## src/logic/ecc_consts.svh

```systemverilog
`ifndef ECC_CONSTS_SVH
`define ECC_CONSTS_SVH
// register offsets (plain port, word index)
`define ECC_ADDR_EV3 4'h0
`define ECC_ADDR_GEN 4'h1
`define ECC_ADDR_PAIR 4'h2
`define ECC_ADDR_GEN_RLD 4'h3
`define ECC_ADDR_BLO_RLD 4'h4
`define ECC_ADDR_BHI_RLD 4'h5
`define ECC_ADDR_GEN_CNT 4'h6
`define ECC_ADDR_BLO_CNT 4'h7
`define ECC_ADDR_BHI_CNT 4'h8
`define ECC_ADDR_STAT 4'h9
`define ECC_ADDR_CMD 4'ha
// event three control fields
`define ECC_EV3_SYNC 12
`define ECC_EV3_SEL_HI 15
`define ECC_EV3_SEL_LO 14
// general counter control fields
`define ECC_GEN_SUSP 0
`define ECC_GEN_END 1
`define ECC_GEN_RLD 2
`define ECC_GEN_MODE_HI 5
`define ECC_GEN_MODE_LO 3
`define ECC_GEN_SRC_HI 7
`define ECC_GEN_SRC_LO 6
// pair control fields
`define ECC_PR_LDSEL_HI 2
`define ECC_PR_LDSEL_LO 0
`define ECC_PR_LO_LDDIS 3
`define ECC_PR_LO_ZRLD 4
`define ECC_PR_LO_EDGE_HI 7
`define ECC_PR_LO_EDGE_LO 5
`define ECC_PR_LDSYNC 8
`define ECC_PR_ARR_HI 10
`define ECC_PR_ARR_LO 9
`define ECC_PR_HI_LDDIS 11
`define ECC_PR_HI_ZRLD 12
`define ECC_PR_HI_EDGE_HI 15
`define ECC_PR_HI_EDGE_LO 13
// reset values
`define ECC_CTRL_RST 16'h0000
`define ECC_CNT_RST 16'h0000
`endif

```

## src/logic/ecc_pkg.sv

```systemverilog
package ecc_pkg;
  typedef enum logic [1:0] {ECC_SEP_LOW_ONLY, ECC_SEP_BOTH, ECC_TIED, ECC_WIDE} ecc_arr_t;
  typedef enum logic [2:0] {
    ECC_GM_OFF0, ECC_GM_OFF1, ECC_GM_IDLE, ECC_GM_RUN,
    ECC_GM_DET0, ECC_GM_DET1, ECC_GM_LOW, ECC_GM_HIGH
  } ecc_gmode_t;
endpackage : ecc_pkg

```

## src/logic/ecc_event_counter_control.sv

```systemverilog
`timescale 1ns/100ps
`include "ecc_consts.svh"

// How it works
// - async event three: fall, rise, zero passings
// - sync event three: two successive level samples
// - general zero passing sets suspend flag
// - general zero passing sets end flag
// - general counter reloads on zero passing
// - mode codes: never, idle-run, whole run
// - mode codes: detector, low, high level
// - bits 7:6 pick source zero to three
// - pair load condition: pin level select
// - low counter load enabled by zero
// - low counter reloads at zero passing
// - low counter edge and pin select
// - pair load trigger async or synchronised
// - arrangement: separate, tied, or 32-bit
// - high counter load enabled by zero, except in arrangement ECC_SEP_LOW_ONLY
// - high counter reloads at zero passing
// - high counter edge and pin select
// - bit C picks sync or async event three
module ecc_event_counter_control
  import ecc_pkg::*;
#(
  parameter int CW = 16
) (
  input wire logic clk_sys_i,
  input wire logic nrst_i,
  input wire logic [3:0] reg_addr_i,
  input wire logic [15:0] reg_wdata_i,
  input wire logic reg_wr_i,
  input wire logic reg_rd_i,
  output logic [15:0] reg_rdata_o,
  input wire logic [3:0] event_pin_i,
  input wire logic [3:0] item_a_i,
  input wire logic run_command_i,
  input wire logic run_idle_i,
  output logic event_three_o,
  output logic suspend_req_o,
  output logic end_req_o,
  output logic gen_zero_o,
  output logic blo_zero_o,
  output logic bhi_zero_o
);

  // ****************************************
  // reset release
  // ****************************************
  logic rst_a_ff;
  logic rst_b_ff;
  always_ff @(posedge clk_sys_i or negedge nrst_i) begin
    if (!nrst_i) begin
      rst_a_ff <= 1'b0;
      rst_b_ff <= 1'b0;
    end else begin
      rst_a_ff <= 1'b1;
      rst_b_ff <= rst_a_ff;
    end
  end
  wire logic rst_n = rst_b_ff;

  // ****************************************
  // pin synchronisers
  // ****************************************
  logic [3:0] pin_s1_ff;
  logic [3:0] pin_s2_ff;
  logic [3:0] pin_s3_ff;
  logic [3:0] pin_ff;
  logic [3:0] pin_prev_ff;
  always_ff @(posedge clk_sys_i or negedge rst_n) begin
    if (!rst_n) begin
      pin_s1_ff <= 4'h0;
      pin_s2_ff <= 4'h0;
      pin_s3_ff <= 4'h0;
      pin_ff <= 4'h0;
      pin_prev_ff <= 4'h0;
    end else begin
      pin_s1_ff <= event_pin_i;
      pin_s2_ff <= pin_s1_ff;
      pin_s3_ff <= pin_s2_ff;
      pin_prev_ff <= pin_ff;
      for (int i = 0; i < 4; i++) begin
        if (pin_s2_ff[i] == pin_s3_ff[i]) begin
          pin_ff[i] <= pin_s3_ff[i];
        end
      end
    end
  end

  logic [3:0] pin_rise;
  logic [3:0] pin_fall;
  genvar g;
  generate
    for (g = 0; g < 4; g++) begin : g_edge
      assign pin_rise[g] = pin_ff[g] & ~pin_prev_ff[g];
      assign pin_fall[g] = ~pin_ff[g] & pin_prev_ff[g];
    end
  endgenerate

  // ****************************************
  // registers
  // ****************************************
  logic [15:0] ev3_ctrl_ff;
  logic [15:0] gen_ctrl_ff;
  logic [15:0] pair_ctrl_ff;
  logic [CW-1:0] gen_rld_ff;
  logic [CW-1:0] blo_rld_ff;
  logic [CW-1:0] bhi_rld_ff;
  logic [CW-1:0] gen_cnt_ff;
  logic [CW-1:0] blo_cnt_ff;
  logic [CW-1:0] bhi_cnt_ff;

  wire logic wr_ev3 = reg_wr_i && reg_addr_i == `ECC_ADDR_EV3;
  wire logic wr_gen = reg_wr_i && reg_addr_i == `ECC_ADDR_GEN;
  wire logic wr_pair = reg_wr_i && reg_addr_i == `ECC_ADDR_PAIR;
  // cmd bits: 0 load general, 1 load low, 2 load high
  wire logic wr_cmd = reg_wr_i && reg_addr_i == `ECC_ADDR_CMD;

  // one process per register; no reset value is known, so all clear
  always_ff @(posedge clk_sys_i or negedge rst_n) begin
    if (!rst_n) begin
      ev3_ctrl_ff <= `ECC_CTRL_RST;
    end else if (wr_ev3) begin
      ev3_ctrl_ff <= reg_wdata_i;
    end
  end

  always_ff @(posedge clk_sys_i or negedge rst_n) begin
    if (!rst_n) begin
      gen_ctrl_ff <= `ECC_CTRL_RST;
    end else if (wr_gen) begin
      gen_ctrl_ff <= reg_wdata_i;
    end
  end

  always_ff @(posedge clk_sys_i or negedge rst_n) begin
    if (!rst_n) begin
      pair_ctrl_ff <= `ECC_CTRL_RST;
    end else if (wr_pair) begin
      pair_ctrl_ff <= reg_wdata_i;
    end
  end

  always_ff @(posedge clk_sys_i or negedge rst_n) begin
    if (!rst_n) begin
      gen_rld_ff <= CW'(`ECC_CNT_RST);
    end else if (reg_wr_i && reg_addr_i == `ECC_ADDR_GEN_RLD) begin
      gen_rld_ff <= CW'(reg_wdata_i);
    end
  end

  always_ff @(posedge clk_sys_i or negedge rst_n) begin
    if (!rst_n) begin
      blo_rld_ff <= CW'(`ECC_CNT_RST);
    end else if (reg_wr_i && reg_addr_i == `ECC_ADDR_BLO_RLD) begin
      blo_rld_ff <= CW'(reg_wdata_i);
    end
  end

  always_ff @(posedge clk_sys_i or negedge rst_n) begin
    if (!rst_n) begin
      bhi_rld_ff <= CW'(`ECC_CNT_RST);
    end else if (reg_wr_i && reg_addr_i == `ECC_ADDR_BHI_RLD) begin
      bhi_rld_ff <= CW'(reg_wdata_i);
    end
  end

  // ****************************************
  // field decode
  // ****************************************
  ecc_gmode_t gmode;
  ecc_arr_t arr;
  logic [1:0] gsrc;
  logic [2:0] ldsel;
  logic [2:0] lo_edge;
  logic [2:0] hi_edge;
  logic [1:0] ev3_sel;
  assign gmode = ecc_gmode_t'(gen_ctrl_ff[`ECC_GEN_MODE_HI:`ECC_GEN_MODE_LO]);
  assign gsrc = gen_ctrl_ff[`ECC_GEN_SRC_HI:`ECC_GEN_SRC_LO];
  assign arr = ecc_arr_t'(pair_ctrl_ff[`ECC_PR_ARR_HI:`ECC_PR_ARR_LO]);
  assign ldsel = pair_ctrl_ff[`ECC_PR_LDSEL_HI:`ECC_PR_LDSEL_LO];
  assign lo_edge = pair_ctrl_ff[`ECC_PR_LO_EDGE_HI:`ECC_PR_LO_EDGE_LO];
  assign hi_edge = pair_ctrl_ff[`ECC_PR_HI_EDGE_HI:`ECC_PR_HI_EDGE_LO];
  assign ev3_sel = ev3_ctrl_ff[`ECC_EV3_SEL_HI:`ECC_EV3_SEL_LO];

  // ****************************************
  // general counter
  // ****************************************
  logic gen_cnt_en;
  always_comb begin
    case (gmode)
      ECC_GM_OFF0, ECC_GM_OFF1: gen_cnt_en = 1'b0;
      ECC_GM_IDLE: gen_cnt_en = run_command_i & run_idle_i;
      ECC_GM_RUN: gen_cnt_en = run_command_i;
      ECC_GM_DET0, ECC_GM_DET1: gen_cnt_en = item_a_i[gsrc];
      ECC_GM_LOW: gen_cnt_en = ~pin_ff[gsrc];
      ECC_GM_HIGH: gen_cnt_en = pin_ff[gsrc];
      default: gen_cnt_en = 1'b0;
    endcase
  end

  // zero passing: a count step taken from the value zero (wrap)
  wire logic gen_zp = gen_cnt_en && gen_cnt_ff == '0;
  // a command load wins over a zero-passing reload in the same cycle

  // ****************************************
  // counter pair
  // ****************************************
  // edge select: code[0] rising, code[2:1] pin
  wire logic lo_step = lo_edge[0] ? pin_rise[lo_edge[2:1]] : pin_fall[lo_edge[2:1]];
  wire logic hi_edge_ev = hi_edge[0] ? pin_rise[hi_edge[2:1]] :
                                       pin_fall[hi_edge[2:1]];
  // raw level on the chosen pin, or its synchronised copy
  wire logic ld_raw = pair_ctrl_ff[`ECC_PR_LDSYNC] ? pin_ff[ldsel[2:1]] :
                                                     pin_s3_ff[ldsel[2:1]];
  // load is level held: the pair, or only the low counter in ECC_SEP_LOW_ONLY, sits at reload values while true
  wire logic ld_trig = ld_raw == ldsel[0];
  wire logic lo_zp = lo_step && blo_cnt_ff == '0;
  wire logic wide = arr == ECC_WIDE || arr == ECC_TIED;
  // chained modes: high steps on low wrap; separate: own edge
  wire logic hi_step = wide ? lo_zp : hi_edge_ev;
  wire logic hi_zp = hi_step && bhi_cnt_ff == '0;
  wire logic lo_ld_ok = ~pair_ctrl_ff[`ECC_PR_LO_LDDIS];
  wire logic hi_ld_ok = ~pair_ctrl_ff[`ECC_PR_HI_LDDIS] && arr != ECC_SEP_LOW_ONLY;

  always_ff @(posedge clk_sys_i or negedge rst_n) begin
    if (!rst_n) begin
      gen_cnt_ff <= CW'(`ECC_CNT_RST);
    end else if (wr_cmd && reg_wdata_i[0]) begin
      gen_cnt_ff <= gen_rld_ff;
    end else if (gen_zp && gen_ctrl_ff[`ECC_GEN_RLD]) begin
      gen_cnt_ff <= gen_rld_ff;
    end else if (gen_cnt_en) begin
      gen_cnt_ff <= gen_cnt_ff - 1'b1;
    end
  end

  always_ff @(posedge clk_sys_i or negedge rst_n) begin
    if (!rst_n) begin
      blo_cnt_ff <= CW'(`ECC_CNT_RST);
    end else if ((ld_trig || (wr_cmd && reg_wdata_i[1])) && lo_ld_ok) begin
      blo_cnt_ff <= blo_rld_ff;
    end else if (lo_zp && pair_ctrl_ff[`ECC_PR_LO_ZRLD]) begin
      blo_cnt_ff <= blo_rld_ff;
    end else if (lo_step) begin
      blo_cnt_ff <= blo_cnt_ff - 1'b1;
    end
  end

  always_ff @(posedge clk_sys_i or negedge rst_n) begin
    if (!rst_n) begin
      bhi_cnt_ff <= CW'(`ECC_CNT_RST);
    end else if ((ld_trig || (wr_cmd && reg_wdata_i[2])) && hi_ld_ok) begin
      bhi_cnt_ff <= bhi_rld_ff;
    end else if (hi_zp && pair_ctrl_ff[`ECC_PR_HI_ZRLD]) begin
      bhi_cnt_ff <= bhi_rld_ff;
    end else if (hi_step) begin
      bhi_cnt_ff <= bhi_cnt_ff - 1'b1;
    end
  end

  // ****************************************
  // event three recognition
  // ****************************************
  // sync mode looks at filtered levels, so a glitch shorter than
  // the filter window never counts
  logic ev3_hit;
  always_comb begin
    if (ev3_ctrl_ff[`ECC_EV3_SYNC]) begin
      case (ev3_sel)
        2'h0: ev3_hit = pin_prev_ff[3] & ~pin_ff[3];
        2'h1: ev3_hit = ~pin_prev_ff[3] & pin_ff[3];
        2'h2: ev3_hit = ~pin_prev_ff[3] & ~pin_ff[3];
        2'h3: ev3_hit = pin_prev_ff[3] & pin_ff[3];
        default: ev3_hit = 1'b0;
      endcase
    end else begin
      case (ev3_sel)
        2'h0: ev3_hit = pin_fall[3];
        2'h1: ev3_hit = pin_rise[3];
        2'h2: ev3_hit = lo_zp;
        2'h3: ev3_hit = hi_zp;
        default: ev3_hit = 1'b0;
      endcase
    end
  end

  // ****************************************
  // pulses and flags
  // ****************************************
  // set requests are registered pulses, event three held while a sync level pair lasts; holding and clearing live outside
  always_ff @(posedge clk_sys_i or negedge rst_n) begin
    if (!rst_n) begin
      event_three_o <= 1'b0;
    end else begin
      event_three_o <= ev3_hit;
    end
  end

  always_ff @(posedge clk_sys_i or negedge rst_n) begin
    if (!rst_n) begin
      gen_zero_o <= 1'b0;
    end else begin
      gen_zero_o <= gen_zp;
    end
  end

  always_ff @(posedge clk_sys_i or negedge rst_n) begin
    if (!rst_n) begin
      blo_zero_o <= 1'b0;
    end else begin
      blo_zero_o <= lo_zp;
    end
  end

  always_ff @(posedge clk_sys_i or negedge rst_n) begin
    if (!rst_n) begin
      bhi_zero_o <= 1'b0;
    end else begin
      bhi_zero_o <= hi_zp;
    end
  end

  always_ff @(posedge clk_sys_i or negedge rst_n) begin
    if (!rst_n) begin
      suspend_req_o <= 1'b0;
    end else begin
      suspend_req_o <= gen_zp && gen_ctrl_ff[`ECC_GEN_SUSP];
    end
  end

  always_ff @(posedge clk_sys_i or negedge rst_n) begin
    if (!rst_n) begin
      end_req_o <= 1'b0;
    end else begin
      end_req_o <= gen_zp && gen_ctrl_ff[`ECC_GEN_END];
    end
  end

  // ****************************************
  // read port
  // ****************************************
  // idle and unmapped cycles read as zero
  logic [15:0] rd_mux;
  always_comb begin
    rd_mux = 16'h0000;
    case (reg_addr_i)
      `ECC_ADDR_EV3: rd_mux = ev3_ctrl_ff;
      `ECC_ADDR_GEN: rd_mux = gen_ctrl_ff;
      `ECC_ADDR_PAIR: rd_mux = pair_ctrl_ff;
      `ECC_ADDR_GEN_RLD: rd_mux = 16'(gen_rld_ff);
      `ECC_ADDR_BLO_RLD: rd_mux = 16'(blo_rld_ff);
      `ECC_ADDR_BHI_RLD: rd_mux = 16'(bhi_rld_ff);
      `ECC_ADDR_GEN_CNT: rd_mux = 16'(gen_cnt_ff);
      `ECC_ADDR_BLO_CNT: rd_mux = 16'(blo_cnt_ff);
      `ECC_ADDR_BHI_CNT: rd_mux = 16'(bhi_cnt_ff);
      `ECC_ADDR_STAT: rd_mux = {12'h000, pin_ff};
      default: rd_mux = 16'h0000;
    endcase
  end

  always_ff @(posedge clk_sys_i or negedge rst_n) begin
    if (!rst_n) begin
      reg_rdata_o <= 16'h0000;
    end else if (reg_rd_i) begin
      reg_rdata_o <= rd_mux;
    end else begin
      reg_rdata_o <= 16'h0000;
    end
  end

endmodule : ecc_event_counter_control

```

## config.mk

```make
export PLATFORM = sky130hd
export DESIGN_NAME = ecc_event_counter_control
export DESIGN_NICKNAME = d
export VERILOG_FILES = /design/src/logic/ecc_pkg.sv /design/src/logic/ecc_event_counter_control.sv
export VERILOG_INCLUDE_DIRS = /design/src /design/src/logic
export SDC_FILE = /design/constraint.sdc
export NUM_CORES = 1
export LEC_CHECK = 0
export ABC_AREA = 0
export BUFFER_PORTS_ARGS = -buffer_cell sky130_fd_sc_hd__buf_2
export CAP_MARGIN = 10
export CORE_MARGIN = 2
export CORE_UTILIZATION = 45
export DETAILED_ROUTE_END_ITERATION = 10
export PLACE_DENSITY = 0.65
export SLEW_MARGIN = 25
export SYNTH_ARGS = -nofsm -noshare
export SYNTH_HDL_FRONTEND = slang
export SYNTH_SLANG_ARGS = --single-unit
```

## constraint.sdc

```tcl
create_clock -name clk_sys_i -period 17.6 [get_ports clk_sys_i]
set_input_delay 3.52 -clock clk_sys_i [delete_from_list [all_inputs] [get_ports clk_sys_i]]
set_output_delay 3.52 -clock clk_sys_i [all_outputs]
set_load 0.01 [all_outputs]
```

Yosys cells after proc, flatten, opt, wreduce, memory -nomap -nowiden --
Cells that the tools add are included.
Cells by class: add/subtract/negate cells 3, multiply operators 0, divide/modulo/power cells 0, order comparisons 4, equal/unequal tests 27, shifts and indexed selects 0, mux-type cells 35, bitwise operators 22, reductions and logical operators 36
Operators with widths (count):
- 16-bit two-way mux | 10
- 16-bit case mux with 10 select lines | 1
- 16-bit logical NOT | 3
- 16-bit by 1-bit subtractor with 16-bit output, second input constant | 3
- 1-bit logical AND | 21
- 1-bit binary-select mux with 2-bit select | 8
- 4-bit by 3-bit equality test with 1-bit output, second input constant | 4
- 1-bit two-way mux | 13
- 3-bit equality test, second input constant | 4
- 4-bit equality test, second input constant | 3
- 2-bit by 3-bit less-than comparator with 1-bit output, second input constant | 4
- 1-bit bitwise AND | 11
- 1-bit NOT | 11
- 3-bit nonzero test | 3
- 2-bit equality test, second input constant | 4
- 4-bit by 2-bit equality test with 1-bit output, second input constant | 2
- 1-bit case mux with 4 select lines | 2
- 3-bit by 2-bit equality test with 1-bit output, second input constant | 2
- 1-bit case mux with 6 select lines | 1
- 1-bit equality test | 5
- 4-bit by 1-bit equality test with 1-bit output, second input constant | 1
- 4-bit logical NOT | 1
- 2-bit OR reduction | 2
- 3-bit by 1-bit equality test with 1-bit output, second input constant | 1
- 5 further kinds | 7
Storage, ports and cells: flip-flop bits (word level) 188, bits in latches 0, memory bits (writable) 0, ROM bits 0, bits of input ports 34, output and inout bits 22, memories kept 0

Logic depth before layout (Yosys ltp) --
depth in word-level cells 11, gate-level depth with buffers 10, depth with buffers taken out 9

Worst setup path after synthesis --
Ideal clock, no wire load.
path kind input-to-reg, start point in item_a_i[3], end point reg gen_cnt_ff[10], setup time 0.077 ns, data arrival time 5.334 ns, slack 12.189 ns, stages on the path 9, cell sequence mux4_2 -> and3b_1 -> a311o_1 -> buf_2 -> and3_4 -> a22oi_2 -> buf_2 -> nor2_1 -> a21oi_1
On the way: cells in the longest elaborated chain, start to end 7
RTL lines:
- start: declaration | line ecc_event_counter_control.sv:36 | input wire logic [3:0] item_a_i,
- 1-bit binary-select mux with 2-bit select * | line ecc_event_counter_control.sv:196 | ECC_GM_DET0, ECC_GM_DET1: gen_cnt_en = item_a_i[gsrc];
- 1-bit two-way mux (not written as such) * | line ecc_event_counter_control.sv:196
- 1-bit case mux with 6 select lines * | line ecc_event_counter_control.sv:192 | case (gmode)
- 1-bit logical AND * | line ecc_event_counter_control.sv:204 | wire logic gen_zp = gen_cnt_en && gen_cnt_ff == '0;
- net gen_zp | line ecc_event_counter_control.sv:204
- 1-bit logical AND * | line ecc_event_counter_control.sv:232 | end else if (gen_zp && gen_ctrl_ff[`ECC_GEN_RLD]) begin
- 16-bit two-way mux | line ecc_event_counter_control.sv:232
- 16-bit two-way mux | line ecc_event_counter_control.sv:230 | end else if (wr_cmd && reg_wdata_i[0]) begin
- end signal: assignment | line ecc_event_counter_control.sv:229 | gen_cnt_ff <= CW'(`ECC_CNT_RST);
- end signal: assignment | line ecc_event_counter_control.sv:231 | gen_cnt_ff <= gen_rld_ff;
- end signal: assignment | line ecc_event_counter_control.sv:233 | gen_cnt_ff <= gen_rld_ff;
- end: declaration | line ecc_event_counter_control.sv:110 | logic [CW-1:0] gen_cnt_ff;
The timed path passes the listed nets; every way through them passes the cells marked *. The select of a mux whose other input is x is not followed. A chain may end at the register's enable or synchronous reset.

Worst setup path in the final report --
start point in reg_addr_i[1], end point reg blo_cnt_ff[3]
On the way: cells in the longest elaborated chain, start to end 6
RTL lines:
- start: declaration | line ecc_event_counter_control.sv:30 | input wire logic [3:0] reg_addr_i,
- 4-bit equality test (no source line) *
- 1-bit logical AND (no source line) *
- 1-bit logical AND * | line ecc_event_counter_control.sv:242 | end else if ((ld_trig || (wr_cmd && reg_wdata_i[1])) && lo_ld_ok) begin
- 1-bit logical OR * | line ecc_event_counter_control.sv:242
- 1-bit logical AND * | line ecc_event_counter_control.sv:242
- 3-bit nonzero test (no source line) / 16-bit two-way mux (equally long branches)
- end signal: assignment | line ecc_event_counter_control.sv:241 | blo_cnt_ff <= CW'(`ECC_CNT_RST);
- end signal: assignment | line ecc_event_counter_control.sv:243 | blo_cnt_ff <= blo_rld_ff;
- end signal: assignment | line ecc_event_counter_control.sv:245 | blo_cnt_ff <= blo_rld_ff;
- end: declaration | line ecc_event_counter_control.sv:111 | logic [CW-1:0] blo_cnt_ff;
Mark *: on every way between the ends. The rest lies on a longest branch, timed or not.

==> results.toml <==
[critical_path]
r2r_cells = 8
path_max_fanout = 18
cp-start-kind = "input port"
endpoint_kind = "register"
cp.arrival_ps = 6000
critPathKind = "in2reg"
critPathRequiredTime_ps = 17930

[sta]
setup_violations = 0
layout_setup_ws_ps = 11930
tns_ps = 0
finalCriticalPeriod_ps = 5670
period_share = 0.322
tightestPinTransition_ps = 1030
clock_skew_ps = 9.81
fmax_mhz = 176
rsz0062_at_grt = "false"
relSlewSlack = 0.309
hold_viol_final = 0
slew_violations = 0

[detailed_routing]
met2_length_mm = 11.9
via_count = 6685
drt-met1-wl_mm = 11.3
wl_met3_mm = 1.62
highest-signal-layer = "met4"
dr.pass1.iters = 5
first_iter_violations = 760
drc_errors = 0
post_drt_wl_per_cell_um = 23.0
routed_wl_mm = 25.5
vias_per_cell = 6.02
antenna_left = 0

[final_layout]
seqCellArea_um2 = 4710
n_antenna_cell = 0
nFillCells = 1760
finish.utilization = 0.520
instances_no_fill = 1110
drive_gt1_frac = 0.269
multi_input_area_um2 = 4100
area_growth_syn_to_layout_pct = 12.8
nNetsFinal = 872

[logic_synthesis]
synth_ff_type = "dfrtp_1"
ys_seq_elements = 188
synth.distinct_cells = 66
synth_edf_count = 0
netlist_area_um2 = 8990
synth_area_leaders = "dfrtp_1 (52%), mux2_2 (13%), a22oi_1 (2.8%), xnor2_1 (2.4%), nand2_1 (2.4%)"
synth.top_cells.by_count = "dfrtp_1 (188), mux2_2 (101), nand2_1 (58)"
synthCells = 786
synth_nets = 826
yosysMostFrequentCell = "dfrtp_1"
synth_top_area_share = 0.523
synth_largest_area_cell = "dfrtp_1"
ys_async_sr_fraction = 1.00
syn_avg_cell_area_um2 = 11.4
ys_seq_area_frac = 0.523
yosysWarnings = 0

[place]
dp_slack_ps = 11530
portBuffers = 55
dpl.hpwl_mm = 17.6
place.gp.congestion = 0.893
placedCellCount = 1078

[clocking]
clock_latency_ps = 450
clockBufferDepth = 2
cts_tree = "built"
root_buffer = "clkbuf_16"
postCtsSetupRepairBufs = 0
path_clk_slew_ps = 70
cts_num_sinks = 188
h-tree-depth = 4
cts_buffers = 17
cts_resized = 0
postCtsHoldBufs = 0

[floorplanning]
die_w_um = 145
io_pins = 56
die_h_um = 145
dieArea_um2 = 21100
rows = 51
core_area_um2 = 19500
initial_core_util = 0.461

[worst_hold_path]
min_path_cells = 0
min_path_type = "reg2reg"

[pwr]
powerDensity_nw_per_um2 = 141
p_leak_uw = 0.00428
max-vdd-ir-drop_v = 0.0000719

[outcome]
status = "finished, final reports clean"

[job]
drv_cap = 0

[global_route]
grt_max_degree = 68
gr-total-overflow = 0
grt_pass1_vias = 6644
grt_antenna_before_repair = 0
globalRouteTotalUtil = 0.248
grt_pass1_wl_mm = 39.8
==> sequential cells by signal, summed over array words and instances, names as in the netlist, 4 cells and up <==
register	count
bhi_cnt_ff	16
bhi_rld_ff	16
blo_cnt_ff	16
blo_rld_ff	16
ev3_ctrl_ff	16
gen_cnt_ff	16
gen_ctrl_ff	16
gen_rld_ff	16
pair_ctrl_ff	16
pin_ff	4
pin_prev_ff	4
pin_s1_ff	4
pin_s2_ff	4
pin_s3_ff	4
reg_rdata_o	16
==> worst max-delay path, cell delays in order <==
cell and delay (ps):
buf_2 340, nor2b_1 310, and3_1 330, nand2_1 80, a21oi_1 120, buf_4 230
nand2b_1 520, o21ai_0 210, a221o_1 320
==> report_power, final <==
group          leakage (uW)  internal [uW]  switching [uW]
combinational       0.00166            167             181
clock              0.000293            220             181
sequential          0.00233            540             139
==> metal layers <==
layer | GRT usage | vias up
met4 | 0.0990 | 0
met1 | 0.346 | 3349
li1 | - | 3007
met3 | 0.0476 | 54
met2 | 0.383 | 275
met5 | 0 | -
==> area by class of cell <==
class / instances / area share
Tap cell: 265 / 0.0327
Clock inverter: 13 / 0.0150
Clock buffer: 19 / 0.0446
Timing Repair Buffer: 67 / 0.0364
Sequential cell: 188 / 0.464
Multi-Input combinational cell: 548 / 0.404
Inverter: 10 / 0.00370
==> through the flow <==
stage               area (um^2)  hold WS, ps  power, uW
global placement           9530          333       1020
detailed placement         9540          336       1030
finish                    10100          350       1430
global route              10100          359       1500
floorplan                  8990          331        908
CTS                       10100          353       1430
==> logic make-up after synthesis <==
kind of cell | count (synthesis) | synth area share
and+or+nand+nor | 217 | 0.122
DFF | 188 | 0.523
AOI/OAI and AO/OA | 174 | 0.138
muxes | 110 | 0.143
buffers and inverters | 50 | 0.0246
xor gates and xnor gates | 36 | 0.0351
adders and majority gates | 10 | 0.0128
other | 1 | 0.000417
==> final timing paths <==
| check | to | startpoint | slack [ps] |
|---|---|---|---|
| max reg2reg | bhi_cnt_ff[1]$_DFFE_PN0P_ | pin_ff[3]$_DFFE_PN0N_ | 14510 |
| max | blo_cnt_ff[3]$_DFFE_PN0P_ | reg_addr_i[1] | 11930 |
| min reg2reg | pin_s2_ff[2]$_DFF_PN0_ | pin_s1_ff[2]$_DFF_PN0_ | 350 |
| max in group asynchronous | rst_b_ff$_DFF_PN0_ | nrst_i | 14650 |
| min in group asynchronous | pin_s2_ff[2]$_DFF_PN0_ | rst_b_ff$_DFF_PN0_ | 430 |
| min | pin_s2_ff[2]$_DFF_PN0_ | pin_s1_ff[2]$_DFF_PN0_ | 350 |
==> layout by cell type, fill, tap and decap left out, drive strengths merged, types with 5 or more instances in the layout <==
cell and count:
nand3 10, ha 6, dfrtp 188, a31oi 12, mux2 101, a221oi 10, or3 8, a22oi 35
nand3b 5, nor3 16, nand2b 10, or4 5, nor2 52, inv 16, clkbuf 19, mux4 5
and3 6, a22o 17, xnor2 25, nand2 58, and2 8, buf 67, a21oi 32, nor4 18
nor2b 9, xor2 11, o21ai 35
Power figures use the tool's default switching activity.
